[config.mk]
export PLATFORM = sky130hd
export DESIGN_NAME = ohci_command_status_logic
export DESIGN_NICKNAME = d
export VERILOG_FILES = /design/src/verilog/ohci_cmd_pkg.sv /design/src/verilog/ohci_command_status_logic.sv
export SDC_FILE = /design/constraint.sdc
export NUM_CORES = 1
export LEC_CHECK = 0
export ABC_AREA = 1
export BUFFER_PORTS_ARGS = -buffer_cell sky130_fd_sc_hd__clkbuf_2
export CORE_AREA = 2 2 115 61
export CTS_BUF_LIST = sky130_fd_sc_hd__clkbuf_8
export DETAILED_ROUTE_END_ITERATION = 8
export DIE_AREA = 0 0 117 63
export MAX_ROUTING_LAYER = met4
export PLACE_DENSITY = 0.93
export SETUP_SLACK_MARGIN = 0.2
export SYNTH_ARGS = -nofsm -noshare
export SYNTH_HDL_FRONTEND = slang
export SYNTH_SLANG_ARGS = --single-unit
[constraint.sdc]
create_clock -name core_clk_i -period 3.1 [get_ports core_clk_i]
set_input_delay 0.62 -clock core_clk_i [delete_from_list [all_inputs] [get_ports core_clk_i]]
set_output_delay 0.62 -clock core_clk_i [all_outputs]
set_load 0.03 [all_outputs]
[src/verilog/ohci_cmd_pkg.sv]
package ohci_cmd_pkg;

  // ************************************************************
  // Register map and field layout
  // ************************************************************
  localparam int unsigned CSR_ADDR_W     = 12;
  localparam logic [11:0] CONTROL_OFF    = 12'h004;
  localparam logic [11:0] CMD_STATUS_OFF = 12'h008;
  localparam logic [31:0] CMD_STATUS_RST = 32'h0000_0000;
  localparam int unsigned CS_HCR_BIT     = 0;
  localparam int unsigned CS_CLF_BIT     = 1;
  localparam int unsigned CS_BLF_BIT     = 2;
  localparam int unsigned CS_OCR_BIT     = 3;
  localparam int unsigned CS_SOC_LSB     = 16;
  localparam int unsigned CTL_FS_LSB     = 6;
  localparam int unsigned CTL_IR_BIT     = 8;
  localparam logic        CTL_IR_RST     = 1'h0;
  localparam int unsigned IS_SO_BIT      = 0;
  localparam int unsigned IS_OC_BIT      = 30;
  localparam logic [1:0]  RESP_OKAY      = 2'h0;
  localparam logic [1:0]  RESP_SLVERR    = 2'h2;

  // ************************************************************
  // Timing
  // ************************************************************
  localparam int unsigned CLK_PERIOD_PS     = 4000;
  localparam int unsigned SOFT_RESET_MAX_NS = 10000;
  // Longest time, so rounded down
  localparam int unsigned SR_CYCLES_DEF = (SOFT_RESET_MAX_NS * 1000) / CLK_PERIOD_PS;

  // ************************************************************
  // Types
  // ************************************************************
  typedef enum logic [1:0] {
    FS_RESET       = 2'h0,
    FS_RESUME      = 2'h1,
    FS_OPERATIONAL = 2'h2,
    FS_SUSPEND     = 2'h3
  } func_state_e;

  typedef enum logic [1:0] {
    SEL_NONE = 2'h0,
    SEL_CTRL = 2'h1,
    SEL_CS   = 2'h2
  } reg_sel_e;

  // Events from the list-processing engine
  typedef struct packed {
    logic bulk_start;
    logic bulk_td_found;
    logic ctrl_start;
    logic ctrl_td_found;
    logic overrun;
    logic owner_done;
  } list_evt_s;

  // Go or skip answers to the list-processing engine
  typedef struct packed {
    logic bulk_go;
    logic bulk_skip;
    logic ctrl_go;
    logic ctrl_skip;
  } list_cmd_s;

endpackage : ohci_cmd_pkg

[src/verilog/ohci_command_status_logic.sv]
// Our own choice: the AXI4-Lite register port.
`timescale 1ns/1ps
`default_nettype none
module ohci_command_status_logic
  import ohci_cmd_pkg::*;
#(
  parameter int unsigned SOFT_RESET_CYCLES = SR_CYCLES_DEF
)
(
  input  wire logic                  core_clk_i,
  input  wire logic                  rst_b_i,
  input  wire logic [CSR_ADDR_W-1:0] s_axi_awaddr_i,
  input  wire logic                  s_axi_awvalid_i,
  output logic                       s_axi_awready_o,
  input  wire logic [31:0]           s_axi_wdata_i,
  input  wire logic [3:0]            s_axi_wstrb_i,
  input  wire logic                  s_axi_wvalid_i,
  output logic                       s_axi_wready_o,
  output logic [1:0]                 s_axi_bresp_o,
  output logic                       s_axi_bvalid_o,
  input  wire logic                  s_axi_bready_i,
  input  wire logic [CSR_ADDR_W-1:0] s_axi_araddr_i,
  input  wire logic                  s_axi_arvalid_i,
  output logic                       s_axi_arready_o,
  output logic [31:0]                s_axi_rdata_o,
  output logic [1:0]                 s_axi_rresp_o,
  output logic                       s_axi_rvalid_o,
  input  wire logic                  s_axi_rready_i,
  input  wire list_evt_s             list_evt_i,
  output list_cmd_s                  list_cmd_o,
  output logic [31:0]                int_status_set_o,
  output logic [1:0]                 functional_state_o,
  output logic                       interrupt_routing_o,
  output logic                       soft_reset_busy_o,
  output logic                       root_hub_reset_o
);

  localparam int unsigned SR_CNT_W = $clog2(SOFT_RESET_CYCLES + 1);

  // ************************************************************
  // Decode helpers
  // ************************************************************
  // Word-aligned compare; byte offset bits are ignored
  function automatic reg_sel_e decode_sel(input logic [CSR_ADDR_W-1:0] addr);
    reg_sel_e sel;
    sel = SEL_NONE;
    if (addr[CSR_ADDR_W-1:2] == CMD_STATUS_OFF[CSR_ADDR_W-1:2])
      sel = SEL_CS;
    else if (addr[CSR_ADDR_W-1:2] == CONTROL_OFF[CSR_ADDR_W-1:2])
      sel = SEL_CTRL;
    return sel;
  endfunction : decode_sel

  function automatic logic [31:0] strb_mask(input logic [3:0] strb);
    logic [31:0] m;
    m = 32'h0;
    for (int i = 0; i < 4; i++)
      m[i*8 +: 8] = {8{strb[i]}};
    return m;
  endfunction : strb_mask

  // ************************************************************
  // AXI4-Lite write path
  // ************************************************************
  logic                  aw_held_r;
  logic                  w_held_r;
  logic                  bvalid_r;
  logic [1:0]            bresp_r;
  logic [CSR_ADDR_W-1:0] aw_addr_r;
  logic [31:0]           wdata_r;
  logic [3:0]            wstrb_r;
  reg_sel_e              wr_sel;
  logic                  wr_go;
  logic [31:0]           wmask;

  // Address and data are caught independently, in either order
  assign s_axi_awready_o = ~aw_held_r;
  assign s_axi_wready_o  = ~w_held_r;
  assign wr_go  = aw_held_r & w_held_r & ~bvalid_r;
  assign wr_sel = decode_sel(aw_addr_r);
  assign wmask  = strb_mask(wstrb_r);
  assign s_axi_bvalid_o = bvalid_r;
  assign s_axi_bresp_o  = bresp_r;

  // Write address holding register
  always_ff @(posedge core_clk_i or negedge rst_b_i)
  begin
    if (!rst_b_i)
    begin
      aw_held_r <= 1'b0;
      aw_addr_r <= '0;
    end
    else if (s_axi_awvalid_i && !aw_held_r)
    begin
      aw_held_r <= 1'b1;
      aw_addr_r <= s_axi_awaddr_i;
    end
    else if (wr_go)
      aw_held_r <= 1'b0;
  end

  // Write data holding register
  always_ff @(posedge core_clk_i or negedge rst_b_i)
  begin
    if (!rst_b_i)
    begin
      w_held_r <= 1'b0;
      wdata_r  <= 32'h0;
      wstrb_r  <= 4'h0;
    end
    else if (s_axi_wvalid_i && !w_held_r)
    begin
      w_held_r <= 1'b1;
      wdata_r  <= s_axi_wdata_i;
      wstrb_r  <= s_axi_wstrb_i;
    end
    else if (wr_go)
      w_held_r <= 1'b0;
  end

  // Response; unmapped addresses answer SLVERR and change nothing
  always_ff @(posedge core_clk_i or negedge rst_b_i)
  begin
    if (!rst_b_i)
    begin
      bvalid_r <= 1'b0;
      bresp_r  <= RESP_OKAY;
    end
    else if (wr_go)
    begin
      bvalid_r <= 1'b1;
      bresp_r  <= (wr_sel == SEL_NONE) ? RESP_SLVERR : RESP_OKAY;
    end
    else if (s_axi_bready_i)
      bvalid_r <= 1'b0;
  end

  // ************************************************************
  // Command status and control state
  // ************************************************************
  logic                hcr_r;
  logic                clf_r;
  logic                blf_r;
  logic                ocr_r;
  logic [1:0]          soc_r;
  logic [SR_CNT_W-1:0] sr_cnt_r;
  func_state_e         fstate_r;
  logic                ir_r;
  logic                rh_rst_r;
  logic                cs_wr;
  logic                ctl_wr;
  logic [31:0]         sw_set;
  logic                sr_last;
  logic                ovr_hit;
  logic                oc_hit;
  logic                hcr_nxt;
  logic                clf_nxt;
  logic                blf_nxt;
  logic                ocr_nxt;
  logic [1:0]          soc_nxt;
  logic [SR_CNT_W-1:0] sr_cnt_nxt;
  func_state_e         fstate_nxt;
  logic                ir_nxt;
  logic [31:0]         is_set_nxt;
  list_cmd_s           cmd_nxt;
  list_cmd_s           cmd_r;
  logic [31:0]         is_set_r;

  assign cs_wr  = wr_go & (wr_sel == SEL_CS);
  assign ctl_wr = wr_go & (wr_sel == SEL_CTRL);
  // Write-one-to-set: zeros in the data simply contribute nothing
  assign sw_set = cs_wr ? (wdata_r & wmask) : 32'h0;

  // Soft reset runs for a fixed count, then clears its own bit
  assign sr_last    = hcr_r & (sr_cnt_r == SR_CNT_W'(SOFT_RESET_CYCLES - 1));
  assign sr_cnt_nxt = (hcr_r && !sr_last) ? sr_cnt_r + 1'b1 : '0;
  // A fresh request on the finishing edge wins and restarts the reset
  assign hcr_nxt    = sw_set[CS_HCR_BIT] | (hcr_r & ~sr_last);

  // List filled bits: set by software or a found descriptor wins over clear
  assign clf_nxt = ~hcr_r & (sw_set[CS_CLF_BIT] | list_evt_i.ctrl_td_found
                   | (clf_r & ~list_evt_i.ctrl_start));
  assign blf_nxt = ~hcr_r & (sw_set[CS_BLF_BIT] | list_evt_i.bulk_td_found
                   | (blf_r & ~list_evt_i.bulk_start));

  // Ownership request holds until the changeover completes
  assign ocr_nxt = ~hcr_r & (sw_set[CS_OCR_BIT] | (ocr_r & ~list_evt_i.owner_done));
  assign oc_hit  = ocr_nxt & ~ocr_r;

  // Overrun counts regardless of the status flag, wrapping at 3
  assign ovr_hit = list_evt_i.overrun & ~hcr_r;
  assign soc_nxt = hcr_r ? 2'h0 : soc_r + 2'(ovr_hit);

  // Suspended while a soft reset runs; routing is left untouched by it
  assign fstate_nxt = hcr_r ? FS_SUSPEND :
                      (ctl_wr && wmask[CTL_FS_LSB]) ?
                      func_state_e'(wdata_r[CTL_FS_LSB +: 2]) : fstate_r;
  assign ir_nxt = (ctl_wr && wmask[CTL_IR_BIT]) ? wdata_r[CTL_IR_BIT] : ir_r;

  assign is_set_nxt = (32'(ovr_hit) << IS_SO_BIT) | (32'(oc_hit) << IS_OC_BIT);

  // Go or skip at each list head, judged on the bit before it clears
  assign cmd_nxt.bulk_go   = list_evt_i.bulk_start & blf_r & ~hcr_r;
  assign cmd_nxt.bulk_skip = list_evt_i.bulk_start & ~(blf_r & ~hcr_r);
  assign cmd_nxt.ctrl_go   = list_evt_i.ctrl_start & clf_r & ~hcr_r;
  assign cmd_nxt.ctrl_skip = list_evt_i.ctrl_start & ~(clf_r & ~hcr_r);

  // Command status bits
  always_ff @(posedge core_clk_i or negedge rst_b_i)
  begin
    if (!rst_b_i)
    begin
      hcr_r    <= CMD_STATUS_RST[CS_HCR_BIT];
      clf_r    <= CMD_STATUS_RST[CS_CLF_BIT];
      blf_r    <= CMD_STATUS_RST[CS_BLF_BIT];
      ocr_r    <= CMD_STATUS_RST[CS_OCR_BIT];
      soc_r    <= CMD_STATUS_RST[CS_SOC_LSB +: 2];
      sr_cnt_r <= '0;
    end
    else
    begin
      hcr_r    <= hcr_nxt;
      clf_r    <= clf_nxt;
      blf_r    <= blf_nxt;
      ocr_r    <= ocr_nxt;
      soc_r    <= soc_nxt;
      sr_cnt_r <= sr_cnt_nxt;
    end
  end

  // Control state; hardware reset picks the reset state, routing cleared
  always_ff @(posedge core_clk_i or negedge rst_b_i)
  begin
    if (!rst_b_i)
    begin
      fstate_r <= FS_RESET;
      ir_r     <= CTL_IR_RST;
    end
    else
    begin
      fstate_r <= fstate_nxt;
      ir_r     <= ir_nxt;
    end
  end

  // Registered event outputs; root hub reset follows hardware reset only
  always_ff @(posedge core_clk_i or negedge rst_b_i)
  begin
    if (!rst_b_i)
    begin
      cmd_r    <= '0;
      is_set_r <= 32'h0;
      rh_rst_r <= 1'b1;
    end
    else
    begin
      cmd_r    <= cmd_nxt;
      is_set_r <= is_set_nxt;
      rh_rst_r <= 1'b0;
    end
  end

  assign list_cmd_o          = cmd_r;
  assign int_status_set_o    = is_set_r;
  assign functional_state_o  = fstate_r;
  assign interrupt_routing_o = ir_r;
  assign soft_reset_busy_o   = hcr_r;
  assign root_hub_reset_o    = rh_rst_r;

  // ************************************************************
  // AXI4-Lite read path
  // ************************************************************
  logic        rvalid_r;
  logic [31:0] rdata_r;
  logic [1:0]  rresp_r;
  reg_sel_e    rd_sel;
  logic [31:0] cs_val;
  logic [31:0] ctl_val;
  logic [31:0] rd_mux;

  // Reserved bits read as zero
  assign cs_val  = (32'(soc_r) << CS_SOC_LSB) | (32'(ocr_r) << CS_OCR_BIT)
                 | (32'(blf_r) << CS_BLF_BIT) | (32'(clf_r) << CS_CLF_BIT)
                 | (32'(hcr_r) << CS_HCR_BIT);
  assign ctl_val = (32'(fstate_r) << CTL_FS_LSB) | (32'(ir_r) << CTL_IR_BIT);
  assign rd_sel  = decode_sel(s_axi_araddr_i);
  assign rd_mux  = (rd_sel == SEL_CS) ? cs_val : (rd_sel == SEL_CTRL) ? ctl_val : 32'h0;
  assign s_axi_arready_o = ~rvalid_r;
  assign s_axi_rvalid_o  = rvalid_r;
  assign s_axi_rdata_o   = rdata_r;
  assign s_axi_rresp_o   = rresp_r;

  // Data is captured at the address edge so it cannot shift while waiting
  always_ff @(posedge core_clk_i or negedge rst_b_i)
  begin
    if (!rst_b_i)
    begin
      rvalid_r <= 1'b0;
      rdata_r  <= 32'h0;
      rresp_r  <= RESP_OKAY;
    end
    else if (s_axi_arvalid_i && !rvalid_r)
    begin
      rvalid_r <= 1'b1;
      rdata_r  <= rd_mux;
      rresp_r  <= (rd_sel == SEL_NONE) ? RESP_SLVERR : RESP_OKAY;
    end
    else if (s_axi_rready_i)
      rvalid_r <= 1'b0;
  end
endmodule : ohci_command_status_logic
`default_nettype wire

==> impl_metrics.py <==
metrics = {
    "cts": {
        "ctsHoldBuffers": 0,
        "clock-sinks": 62,
        "cts_tree": "done",
        "clock-root-buffer": "clkbuf_8",
        "numCtsBuffers": 9,
        "clk_pin_slew_worst_paths_ns": 0.07,
        "h-tree-depth": 3,
        "clock_path_buffers": 2,
        "post_cts_resized": 0,
        "post_cts_buffers": 0,
        "clock_latency_ns": 0.35,
    },
    "detailed_routing": {
        "drt-initial-drc-count": 164,
        "wl_per_cell_um": 11.94,
        "drc": 0,
        "firstDrtPassIters": 4,
        "vias": 2258,
        "met3_wirelength_um": 401,
        "final_antenna_net_count": 0,
        "wl_met1_mm": 2.782,
        "wl_mm": 6.101,
        "wl_met2_mm": 2.849,
        "routed.top_layer": "met4",
        "via_per_inst": 4.419,
    },
    "power_and_ir_drop": {
        "ir_worst_vdd_mv": 0.4267,
        "power_density_mw_per_mm2": 661.3,
        "leakagePower_uw": 0.001831,
        "total_power_uw": 2317,
    },
    "timing": {
        "tightest_slew_ns": 0.6531,
        "fin_tns_setup_ns": 0,
        "setup_viol": 0,
        "timing.final.crit_share": 0.5807,
        "hold_viol": 0,
        "max-slew-margin-rel": 0.5646,
        "rsz0062_at_grt": "no",
        "worst_clock_skew_ns": 0.01192,
        "finalMaxSlewViolations": 0,
        "period_minus_slack_ns": 1.800,
        "fmax_mhz": 555.6,
    },
    "synth": {
        "synth_edf_count": 0,
        "yosys_warnings": 0,
        "async_reset_ff_frac": 1.000,
        "synth_flop_cell": "dfrtp_1",
        "syn_area_sq_mm": 0.003099,
        "ys_seq_elements": 62,
        "postSynthCellCount": 340,
        "ys_types": 29,
        "synth_area_per_cell_sq_um": 9.115,
        "seq_area_frac_synth": 0.5010,
    },
    "cells_and_area": {
        "final_cell_area_sq_mm": 0.003503,
        "drive_gt1_frac": 0.2506,
        "syn2layout_area_growth_pct": 13.04,
        "num-nets-final": 489,
        "fin_cells": 511,
        "diodes": 0,
    },
    "critical_path": {
        "r2r_start": "sr_cnt_r[0]",
        "crit_start": "soft_reset_busy_o",
        "crit_path_max_fanout": 10,
        "startpoint_type": "flop",
        "path_buf_inv": 1,
        "crit_type": "flop to output pin",
        "path_cells": "clkbuf_2",
        "required_ns": 2.48,
        "worstSetupEndpointType": "output pin",
        "crit_path_top_delay_cell": "dfrtp_1",
        "crit_family": "flip-flops",
        "arrival_ns": 1.18,
        "cp_slowest_stage_delay_ns": 0.56,
    },
    "place": {
        "dp_cells": 495,
        "dpl.hpwl_mm": 4.684,
        "io_buffers": 68,
        "globalplace.congestion": 0.9188,
        "placed_cell_area_sq_mm": 0.003318,
    },
    "global_routing": {
        "grt_pass1_vias": 2154,
        "gr-usage-all-layers": 0.1888,
        "grt_overflow": 0,
        "grt_pass1_wl_mm": 10.05,
        "grt_max_degree": 54,
        "antenna_found_initial": 0,
    },
    "die": {
        "ioPinCount": 155,
        "rows": 21,
        "die-area_sq_mm": 0.007371,
        "dieHeight_um": 63,
        "start_util": 0.4814,
        "core_sq_mm": 0.006437,
        "die_x_um": 117,
    },
    "worst_hold_path": {
        "worst_hold_path_type": "primary input to asynchronous set/reset pin",
    },
    "run": {
        "maxCapViolCount": 0,
    },
    "status": {
        "status": "finished, final reports clean",
    },
}
-- routing by layer --
layer / vias up / global-route usage
met5: - / -
met4: 0 / 0.08676
met3: 8 / 0.06596
met2: 77 / 0.2673
met1: 1061 / 0.2436
li1: 1112 / -
-- cell usage after synthesis (3+ instances only) --
library cell / n / share of area
nor2_1: 35 / 0.042
nand2_1: 58 / 0.070
mux2_2: 5 / 0.018
nand4_1: 12 / 0.024
nor2_2: 5 / 0.010
o21ai_0: 14 / 0.023
xor2_1: 3 / 0.0085
inv_1: 32 / 0.039
inv_2: 3 / 0.0036
dfrtp_1: 61 / 0.49
o21ai_1: 5 / 0.0081
a21oi_1: 12 / 0.019
buf_4: 56 / 0.14
mux2_1: 10 / 0.036
nand3_1: 9 / 0.015
-- through the flow --
step                setup WS, ns  utilization  hold WS (ns)
floorplan                  1.715            -        0.3244
global placement           1.313       0.5155        0.4348
detailed placement         1.271       0.5155        0.4509
CTS                        1.286       0.5442        0.1081
global route               1.242       0.5442        0.1149
finish                     1.300       0.5442        0.1249
-- flip-flops by register name (all words and copies together) (netlist names), 2 cells and up --
name                flops
aw_addr_r              10
functional_state_o      2
int_status_set_o        2
list_cmd_o              4
s_axi_rdata_o           9
soc_r                   2
sr_cnt_r               12
wdata_r                 7
wstrb_r                 2
-- cells in the final DEF, fill, tap and decap left out, types with 3 or more instances in the layout --
cell       n
inv_2      3
a21oi_1   12
nand2_1   58
dfrtp_1   61
o21ai_1    5
nand3_1    9
xor2_1     3
conb_1    56
nor2_2     5
nand4_1   12
clkbuf_2  68
mux2_1    10
nor2_1    35
o21ai_0   14
mux2_2     5
clkbuf_8  11
inv_1     32
-- cell families after synthesis --
logic type | count (synthesis) | synth area share
AOI/OAI and AO/OA | 32 | 0.05248
xor gates and xnor gates | 4 | 0.01131
adders and majority gates | 2 | 0.008073
buffers and inverters | 97 | 0.1889
DFF | 62 | 0.5010
muxes | 15 | 0.05450
other | 1 | 0.001210
and+or+nand+nor | 127 | 0.1825
-- path summary, 6_finish.rpt --
| kind | to | slack, ns | depth (start not counted) |
|---|---|---|---|
| setup / recovery | soft_reset_busy_o | 1.30 | 1 |
| hold / removal | soc_r[1] | 0.12 | 1 |
| setup reg to reg | soft_reset_busy_o | 1.49 | 6 |
| hold reg to reg | int_status_set_o[30] | 0.47 | 1 |
| max in group asynchronous | aw_addr_r[7] | 2.06 | 2 |
| min in group core_clk_i | s_axi_bvalid_o | 0.45 | 2 |
-- power by group --
part,leakage [uW],internal (uW),switching [uW],total [uW]
clock network,0.0000913,331,316,648
registers,0.000781,987,113,1100
logic,0.000958,183,386,569
total,0.00183,1500,815,2320
-- final cells by class --
type / instances / area (sq um)
well taps: 92 / 115.1
repair buffers: 69 / 347.8
inverters: 36 / 135.1
clock buffers: 11 / 151.4
fillers: 582 / 2934
clock inverters: 5 / 33.78
multi-input cells: 236 / 1167
flip-flops and latches: 62 / 1553
Power figures use the tool's default switching activity.
